$ cat config.mk
export PLATFORM = sky130hd
export DESIGN_NAME = cmo_mode_options
export DESIGN_NICKNAME = d
export VERILOG_FILES = /design/src/cmo_pkg.sv /design/src/cmo_mode_options.sv
export SDC_FILE = /design/constraint.sdc
export NUM_CORES = 1
export LEC_CHECK = 0
export ABC_AREA = 1
export BUFFER_PORTS_ARGS = -buffer_cell sky130_fd_sc_hd__buf_4
export CAP_MARGIN = 10
export CORE_AREA = 2 2 154 156
export DETAILED_ROUTE_END_ITERATION = 10
export DIE_AREA = 0 0 156 158
export GPL_ROUTABILITY_DRIVEN = 1
export SLEW_MARGIN = 20
export SYNTH_ARGS = -nofsm -noshare
export SYNTH_HDL_FRONTEND = slang
export SYNTH_SLANG_ARGS = --single-unit
$ cat constraint.sdc
create_clock -name clk -period 8.1 [get_ports clk]
set_input_delay 0.405 -clock clk [delete_from_list [all_inputs] [get_ports clk]]
set_output_delay 0.405 -clock clk [all_outputs]
set_load 0.01 [all_outputs]
$ cat src/cmo_pkg.sv
// Constants and types shared by the CAN mode and option block
package cmo_pkg;

   // ==========================================================
   // Register map
   localparam int CMO_ADDR_W = 8;
   localparam logic [7:0] CMO_OFF_CONTROL = 8'h00;
   localparam logic [7:0] CMO_OFF_STATUS = 8'h04;
   localparam logic [7:0] CMO_OFF_MASK = 8'h08;
   localparam logic [7:0] CMO_OFF_BUSSTATE = 8'h0c;

   // ==========================================================
   // Control register fields
   localparam logic [31:0] CMO_CTRL_RESET = 32'h0000_0000;
   localparam logic [31:0] CMO_CTRL_RSVD = 32'h0000_0f00;
   localparam int CMO_DIV_LSB = 24;
   localparam int CMO_DIV_W = 8;
   localparam int CMO_PSEG1_LSB = 19;
   localparam int CMO_PSEG2_LSB = 16;
   localparam int CMO_SEG_W = 3;
   localparam int CMO_LPB_BIT = 12;
   localparam int CMO_SMP_BIT = 7;
   localparam int CMO_BUSOFF_RECOVERY_DISABLE_BIT = 6;
   localparam int CMO_TIMER_SYNC_ENABLE_BIT = 5;
   localparam int CMO_TX_ORDER_BY_INDEX_BIT = 4;
   localparam int CMO_LOM_BIT = 3;
   localparam int CMO_PROP_LSB = 0;

   // ==========================================================
   // Event status and mask layout
   localparam int CMO_EVT_W = 5;
   localparam logic [4:0] CMO_EVT_RESET = 5'h00;
   localparam int CMO_EVT_TX = 0;
   localparam int CMO_EVT_RX = 1;
   localparam int CMO_EVT_BOFF = 2;
   localparam int CMO_EVT_REJOIN = 3;
   localparam int CMO_EVT_BITERR = 4;

   // ==========================================================
   // Bit timing and bus-off recovery
   localparam int CMO_TQ_W = 5;
   localparam logic [4:0] CMO_SAMPLE_BASE = 5'h02;
   localparam logic [4:0] CMO_ONE_TQ = 5'h01;
   localparam logic [3:0] CMO_RECESSIVE_RUN = 4'hb;
   localparam int CMO_SEQ_TARGET = 128;
   localparam logic CMO_RECESSIVE = 1'b1;
   localparam logic CMO_DOMINANT = 1'b0;

   typedef enum logic [1:0] {
      BO_ACTIVE,
      BO_COUNT,
      BO_HOLD,
      BO_WAIT
   } cmo_busoff_e;

endpackage : cmo_pkg

$ cat src/cmo_mode_options.sv
// CAN control-register modes: loop-back, sampling, bus-off recovery, listen-only, timing
//
// Design decisions made here: the placing of the registers and the address-and-strobe port.
`timescale 1ns/1ps
`default_nettype none

// Function
// - Loop-back feeds the transmit bit stream into the receiver.
// - Loop-back ignores the receive pin and holds transmit pin recessive.
// - Loop-back replaces the acknowledge slot bit with an internal dominant acknowledge.
// - Loop-back frames raise both transmit and receive events.
// - Single-sample mode takes one sample at end of phase segment 1.
// - Triple-sample mode votes over sample point and two preceding quanta.
// - Recovery-disable set keeps the device bus-off until software clears it.
// - Clearing before 128 recessive sequences recovers as if never set.
// - Clearing after 128 sequences waits 11 more recessive bits before rejoining.
// - Setting recovery-disable during bus-off only affects the next bus-off.
// - Timer-sync resets the free-running timer on reception into buffer 0.
// - Transmit-order bit picks lowest identifier or lowest buffer index first.
// - Listen-only blocks transmission, freezes error counters, forces error-passive.
// - Listen-only flags dominant-bit error on unacknowledged frame, receive count untouched.
// - Propagation segment lasts field value plus one time quantum.
// - Serial clock is source clock divided by divider field plus one.
module cmo_mode_options
   import cmo_pkg::*;
#(
   parameter int SEQ_TARGET = CMO_SEQ_TARGET
) (
   input wire logic clk,
   input wire logic reset_n,
   input wire logic [CMO_ADDR_W-1:0] regAddr,
   input wire logic [31:0] regWdata,
   input wire logic regWrite,
   input wire logic regRead,
   output logic [31:0] regRdata,
   input wire logic rxPin,
   output logic txPin,
   input wire logic txBitIn,
   input wire logic ackSlot,
   input wire logic frameTxDone,
   input wire logic frameRxDone,
   input wire logic frameRxMb0,
   input wire logic busOffEntry,
   output logic rxBit,
   output logic rxBitValid,
   output logic quantumTick,
   output logic timerReset,
   output logic txOrderByIndex,
   output logic errCountFreeze,
   output logic errorPassiveForce,
   output logic dominantBitError,
   output logic busOff,
   output logic irq
);

   // ==========================================================
   // Elaboration checks
   if (SEQ_TARGET < 1 || SEQ_TARGET > 255) begin : g_bad_target
      $error("SEQ_TARGET must lie in 1..255");
   end

   // ==========================================================
   // State
   typedef struct packed {
      logic [31:0] ctrl;
      logic [CMO_EVT_W-1:0] status;
      logic [CMO_EVT_W-1:0] mask;
      logic [31:0] rdata;
      logic [CMO_DIV_W-1:0] presCnt;
      logic tick;
      logic [CMO_TQ_W-1:0] tqIdx;
      logic early0;
      logic early1;
      logic rxBit;
      logic rxValid;
      logic txPin;
      logic timerReset;
      logic domErr;
      cmo_busoff_e boState;
      logic busOff;
      logic boLatch;
      logic [3:0] runLen;
      logic [7:0] seqCnt;
      logic irq;
   } cmo_state_s;

   cmo_state_s st_reg;
   cmo_state_s st_next;

   logic [CMO_DIV_W-1:0] divider;
   logic [CMO_TQ_W-1:0] propLen;
   logic [CMO_TQ_W-1:0] samplePt;
   logic [CMO_TQ_W-1:0] bitLast;
   logic rxIn;
   logic sampleNow;
   logic resolved;
   logic loopback_enable;
   logic listen_only_enable;
   logic [CMO_EVT_W-1:0] evt;
   logic [7:0] seqTarget;

   assign seqTarget = 8'(SEQ_TARGET);
   assign divider = st_reg.ctrl[CMO_DIV_LSB +: CMO_DIV_W];
   assign loopback_enable = st_reg.ctrl[CMO_LPB_BIT];
   assign listen_only_enable = st_reg.ctrl[CMO_LOM_BIT];
   // Sync quantum, then propagation, then phase segment 1
   assign propLen = CMO_TQ_W'(st_reg.ctrl[CMO_PROP_LSB +: CMO_SEG_W]) + CMO_ONE_TQ;
   assign samplePt = CMO_TQ_W'(st_reg.ctrl[CMO_PROP_LSB +: CMO_SEG_W])
      + CMO_TQ_W'(st_reg.ctrl[CMO_PSEG1_LSB +: CMO_SEG_W]) + CMO_SAMPLE_BASE;
   assign bitLast = samplePt + CMO_TQ_W'(st_reg.ctrl[CMO_PSEG2_LSB +: CMO_SEG_W])
      + CMO_ONE_TQ;
   // Own transmit stream replaces the pin in loop-back
   assign rxIn = loopback_enable ? txBitIn : rxPin;
   assign sampleNow = st_reg.tick && (st_reg.tqIdx == samplePt);

   always_comb begin
      logic vote;
      vote = (st_reg.early0 & st_reg.early1) | (st_reg.early0 & rxIn)
         | (st_reg.early1 & rxIn);
      if (st_reg.ctrl[CMO_SMP_BIT]) begin
         resolved = vote;
      end else begin
         resolved = rxIn;
      end
      if (loopback_enable && ackSlot) begin
         resolved = CMO_DOMINANT;
      end
   end

   // ==========================================================
   // Next-state logic
   always_comb begin
      st_next = st_reg;
      evt = CMO_EVT_RESET;
      st_next.rdata = 32'h0000_0000;

      // Register port
      if (regWrite) begin
         unique case (regAddr)
            CMO_OFF_CONTROL: st_next.ctrl = regWdata & ~CMO_CTRL_RSVD;
            CMO_OFF_MASK: st_next.mask = regWdata[CMO_EVT_W-1:0];
            default: ;
         endcase
      end
      if (regRead) begin
         unique case (regAddr)
            CMO_OFF_CONTROL: st_next.rdata = st_reg.ctrl;
            CMO_OFF_STATUS: st_next.rdata = {27'h0, st_reg.status};
            CMO_OFF_MASK: st_next.rdata = {27'h0, st_reg.mask};
            CMO_OFF_BUSSTATE: st_next.rdata = {22'h0, st_reg.seqCnt, st_reg.boState};
            default: st_next.rdata = 32'h0000_0000;
         endcase
      end

      // Time quantum from the prescaler
      st_next.tick = 1'b0;
      if (st_reg.presCnt >= divider) begin
         st_next.presCnt = '0;
         st_next.tick = 1'b1;
      end else begin
         st_next.presCnt = st_reg.presCnt + 8'h01;
      end

      // Bit timing and sampling
      st_next.rxValid = 1'b0;
      if (st_reg.tick) begin
         if (st_reg.tqIdx >= bitLast) begin
            st_next.tqIdx = '0;
         end else begin
            st_next.tqIdx = st_reg.tqIdx + CMO_ONE_TQ;
         end
         if (st_reg.tqIdx == samplePt - CMO_SAMPLE_BASE) begin
            st_next.early0 = rxIn;
         end
         if (st_reg.tqIdx == samplePt - CMO_ONE_TQ) begin
            st_next.early1 = rxIn;
         end
      end
      st_next.domErr = 1'b0;
      if (sampleNow) begin
         st_next.rxBit = resolved;
         st_next.rxValid = 1'b1;
         // Nobody acknowledged what we only listened to
         if (listen_only_enable && !loopback_enable && ackSlot && resolved == CMO_RECESSIVE) begin
            st_next.domErr = 1'b1;
            evt[CMO_EVT_BITERR] = 1'b1;
         end
      end

      // Transmit pin; a bus-off node stays off the bus too
      if (loopback_enable || listen_only_enable || st_reg.boState != BO_ACTIVE) begin
         st_next.txPin = CMO_RECESSIVE;
      end else begin
         st_next.txPin = txBitIn;
      end

      st_next.timerReset = st_reg.ctrl[CMO_TIMER_SYNC_ENABLE_BIT] && frameRxMb0;

      // Frame events; own frame counts as received in loop-back
      evt[CMO_EVT_TX] = frameTxDone;
      evt[CMO_EVT_RX] = frameRxDone || (loopback_enable && frameTxDone);

      // Bus-off recovery
      unique case (st_reg.boState)
         BO_ACTIVE: begin
            if (busOffEntry) begin
               st_next.boState = BO_COUNT;
               st_next.boLatch = st_reg.ctrl[CMO_BUSOFF_RECOVERY_DISABLE_BIT];
               st_next.runLen = '0;
               st_next.seqCnt = '0;
               evt[CMO_EVT_BOFF] = 1'b1;
            end
         end
         BO_COUNT: begin
            // Clearing is honoured at once, setting waits for the next entry
            if (!st_reg.ctrl[CMO_BUSOFF_RECOVERY_DISABLE_BIT]) begin
               st_next.boLatch = 1'b0;
            end
            if (sampleNow) begin
               if (resolved == CMO_RECESSIVE) begin
                  st_next.runLen = st_reg.runLen + 4'h1;
                  if (st_reg.runLen + 4'h1 == CMO_RECESSIVE_RUN) begin
                     st_next.runLen = '0;
                     st_next.seqCnt = st_reg.seqCnt + 8'h01;
                     if (st_reg.seqCnt + 8'h01 == seqTarget) begin
                        if (st_reg.boLatch && st_reg.ctrl[CMO_BUSOFF_RECOVERY_DISABLE_BIT]) begin
                           st_next.boState = BO_HOLD;
                        end else begin
                           st_next.boState = BO_ACTIVE;
                           evt[CMO_EVT_REJOIN] = 1'b1;
                        end
                     end
                  end
               end else begin
                  st_next.runLen = '0;
               end
            end
         end
         BO_HOLD: begin
            if (!st_reg.ctrl[CMO_BUSOFF_RECOVERY_DISABLE_BIT]) begin
               st_next.boState = BO_WAIT;
               st_next.runLen = '0;
            end
         end
         BO_WAIT: begin
            if (sampleNow) begin
               if (resolved == CMO_RECESSIVE) begin
                  st_next.runLen = st_reg.runLen + 4'h1;
                  if (st_reg.runLen + 4'h1 == CMO_RECESSIVE_RUN) begin
                     st_next.boState = BO_ACTIVE;
                     st_next.runLen = '0;
                     evt[CMO_EVT_REJOIN] = 1'b1;
                  end
               end else begin
                  st_next.runLen = '0;
               end
            end
         end
      endcase

      // Registered copy so the output is a plain flip-flop, not a state decode
      st_next.busOff = (st_next.boState != BO_ACTIVE);

      // Sticky events: a new event wins over the clearing read
      if (regRead && regAddr == CMO_OFF_STATUS) begin
         st_next.status = evt;
      end else begin
         st_next.status = st_reg.status | evt;
      end
      st_next.irq = |(st_next.status & st_next.mask);
   end

   always_ff @(posedge clk or negedge reset_n) begin
      if (!reset_n) begin
         st_reg <= '{ctrl: CMO_CTRL_RESET, status: CMO_EVT_RESET, mask: CMO_EVT_RESET,
            rdata: 32'h0000_0000, presCnt: '0, tick: 1'b0, tqIdx: '0,
            early0: CMO_RECESSIVE, early1: CMO_RECESSIVE, rxBit: CMO_RECESSIVE,
            rxValid: 1'b0, txPin: CMO_RECESSIVE, timerReset: 1'b0, domErr: 1'b0,
            boState: BO_ACTIVE, busOff: 1'b0, boLatch: 1'b0, runLen: '0, seqCnt: '0, irq: 1'b0};
      end else begin
         st_reg <= st_next;
      end
   end

   // ==========================================================
   // Outputs
   assign regRdata = st_reg.rdata;
   assign txPin = st_reg.txPin;
   assign rxBit = st_reg.rxBit;
   assign rxBitValid = st_reg.rxValid;
   assign quantumTick = st_reg.tick;
   assign timerReset = st_reg.timerReset;
   assign txOrderByIndex = st_reg.ctrl[CMO_TX_ORDER_BY_INDEX_BIT];
   assign errCountFreeze = st_reg.ctrl[CMO_LOM_BIT];
   assign errorPassiveForce = st_reg.ctrl[CMO_LOM_BIT];
   assign dominantBitError = st_reg.domErr;
   assign busOff = st_reg.busOff;
   assign irq = st_reg.irq;
endmodule : cmo_mode_options

`default_nettype wire

==> results.yml <==
clock_tree:
  cts_buffers: 9
  clk_latency_ps: 350
  cts_root_buffer: "clkbuf_16"
  cts_hold_buf: 0
  tritoncts: "done"
  cts_max_level: 3
  ctsResizeCount: 0
  path_clk_slew_ps: 70
  cts.sinks: 106
  post-cts-setup-buffers: 0
  cts.path.max_buffers: 2
cells_and_area:
  n_antenna_cell: 0
  final-seq-area_sq_um: 2658
  fill_cells: 2423
  multi_input_area_sq_um: 2370
  nets: 799
  layout-drive-gt1-share_pct: 20.53
  utilization_pct: 29.20
  largest_reg_flops: 57
  area_growth_pct: 19.11
setup_path:
  worstReg2RegEnd: "st_reg[25]"
  regToRegStartpoint: "st_reg[81]"
  reg2reg_slack_ps: 4920
  cp_cell_sequence: "inv_1, ha_1, inv_1, ha_1, fa_1, ha_1, nand2_1, inv_1, o21ai_0, xor2_1, ha_1, inv_1, o21bai_1, o21ai_0"
  crit_required_ps: 8320
  cpLargestDelayFamily: "adder cells"
  worstPathMaxFanout: 5
  cp-startpoint: "st_reg[81]"
  reg2regPathDepth: 14
  crit_slowest_cell: "fa_1"
  crit_type: "register to register"
  crit_end: "st_reg[25]"
  arrival_ps: 3400
  max_stage_delay_ps: 610
  startpoint_type: "register"
  crit_path_end_kind: "register"
  cp.depth: 14
  critPathBufInv: 4
sta:
  relSlewSlack_pct: 46.43
  finalMaxSlewViolations: 0
  fmax_mhz: 314.2
  finalHoldViolCount: 0
  tightest_slew_ps: 803.5
  hold_ws_ps: 48.47
  finalSetupTns_ps: 0
  finClkSkew_ps: 9.543
  setup_viol: 0
  finalCriticalPeriod_ps: 3183
  rsz0062_at_grt: "false"
  post-route-period-util_pct: 39.29
detailed_routing:
  antenna_left: 0
  vias: 4260
  drcViolationCount: 0
  drtIter0Drc: 197
  firstDrtPassIters: 4
  wire_per_inst_um: 12.70
  wl_um: 12840
  via_per_inst: 4.214
floorplan:
  die_h_um: 158
  num_io_pins: 94
  core_sq_um: 23050
  dieArea_sq_um: 24650
  start_util_pct: 24.51
  rows: 56
  die_w_um: 156
global_routing:
  grt_max_degree: 65
  first_global_vias: 4272
  grt_pass1_wl_um: 21200
  grt_usage_pct: 10.94
  antenna_found_initial: 0
  grt.overflow.total: 0
min_path:
  hold_path_class: "primary input to async pin"
placed_design:
  post-dp-hpwl_um: 9677
  gp_congestion: 0.8292
  io_buffers: 87
logic_synthesis:
  ys_seq_area_share_pct: 47.03
  synthFlopType: "dfrtp_1"
  yosys_warnings: 0
  ys_ff_latch: 106
  async_reset_ff_share_pct: 100.0
  syn_inst: 656
  syn_area_sq_um: 5650
  synth_edf_count: 0
  synth.distinct_cells: 43
  syn_avg_cell_area_sq_um: 8.613
power_and_ir_drop:
  ir_worst_vdd_mv: 0.1629
  leakage_nw: 3.514
  total_power_w: 0.001259
  powerDensity_nw_per_um2: 187.0
flow_run:
  cap_violations: 0
run_status:
  status: "complete, no violations"
-- layout by cell type (no fill, tap or decap), types with 2 or more instances in the layout --
cell and instances:
nand2_1 134, dfrtp_1 102, buf_4 90, inv_1 87, nor2_1 71, a21oi_1 42, ha_1 30, nand3_1 23
o21ai_0 21, xor2_1 9, nand4_1 9, o21ai_2 9, clkbuf_16 9, nand2_2 8, nor3_1 8, o21ai_1 6
xnor2_1 5, nand2_4 4, inv_2 4, dfstp_2 4, nor2_4 3, o21bai_1 3, a22oi_1 3, a31oi_1 3
mux2_2 3, nand3_2 2, nor2_2 2, a41oi_1 2, and3_1 2, nor3b_1 2, fa_1 2, conb_1 2
bufinv_16 2, clkbuf_1 2
-- cells by family (layout without fill, tap and decap cells) --
group / Yosys count / in the layout / share of synthesized area, %
and+or+nand+nor: 273 / 273 / 21.72
DFF: 106 / 106 / 47.03
muxes: 3 / 3 / 0.5978
other: 1 / 2 / 0.06637
AOI/OAI and AO/OA: 94 / 94 / 9.965
adders and majority gates: 32 / 32 / 7.352
xor gates and xnor gates: 14 / 14 / 2.170
buffers and inverters: 133 / 197 / 11.09
-- worst min-delay path by stage --
stage / to / slack [ps] / depth (start not counted)
after floorplan: busOff / 110 / 0
after global placement: st_reg[102] / 450 / 1
after detailed placement: regRdata[22] / 450 / 1
after CTS: regRdata[22] / 70 / 1
after global routing: st_reg[102] / 90 / 1
final: regRdata[22] / 50 / 1
-- Yosys cell counts (8+ instances only) --
cell type / n / area, sq um
nand3_1: 23 / 115.1
o21ai_0: 21 / 105.1
nor2_1: 71 / 266.5
dfrtp_1: 102 / 2552
a21oi_1: 42 / 210.2
nand2_1: 134 / 503.0
o21ai_2: 9 / 78.83
inv_1: 87 / 326.6
ha_1: 30 / 375.4
buf_4: 34 / 255.2
nand2_2: 8 / 50.05
xor2_1: 9 / 78.83
nand4_1: 9 / 56.30
nor3_1: 8 / 40.04
-- power by group --
group          leakage (nW)  total (W)  switching, W  internal, W
sequential             1.33   0.000586     0.0000294     0.000557
combinational          2.04   0.000196      0.000117    0.0000785
clock                 0.153   0.000477      0.000196     0.000281
total                  3.51    0.00126      0.000343     0.000916
-- area by class of cell --
class	instances	area share, %
Tap cell	290	5.391
Inverter	91	5.075
Timing Repair Buffer	90	10.04
Multi-Input combinational cell	418	35.21
Sequential cell	106	39.49
Clock buffer	12	3.662
Clock inverter	4	1.134
-- per-layer routing --
layer | up-vias | share of wire, % | track usage, %
met3 | 9 | 7.7 | 3.559
met1 | 1993 | 46 | 13.78
met2 | 81 | 45 | 17.83
li1 | 2177 | - | -
met4 | 0 | 1.2 | 3.451
met5 | - | 0 | 0
-- through the flow --
stage	area [sq um]	cells	setup slack (ps)
floorplan	5654	657	5246
global placement	6407	995	4898
detailed placement	6407	995	4898
CTS	6730	1011	4897
global route	6730	1011	4628
finish	6730	1011	4917
Power figures use the tool's default switching activity.
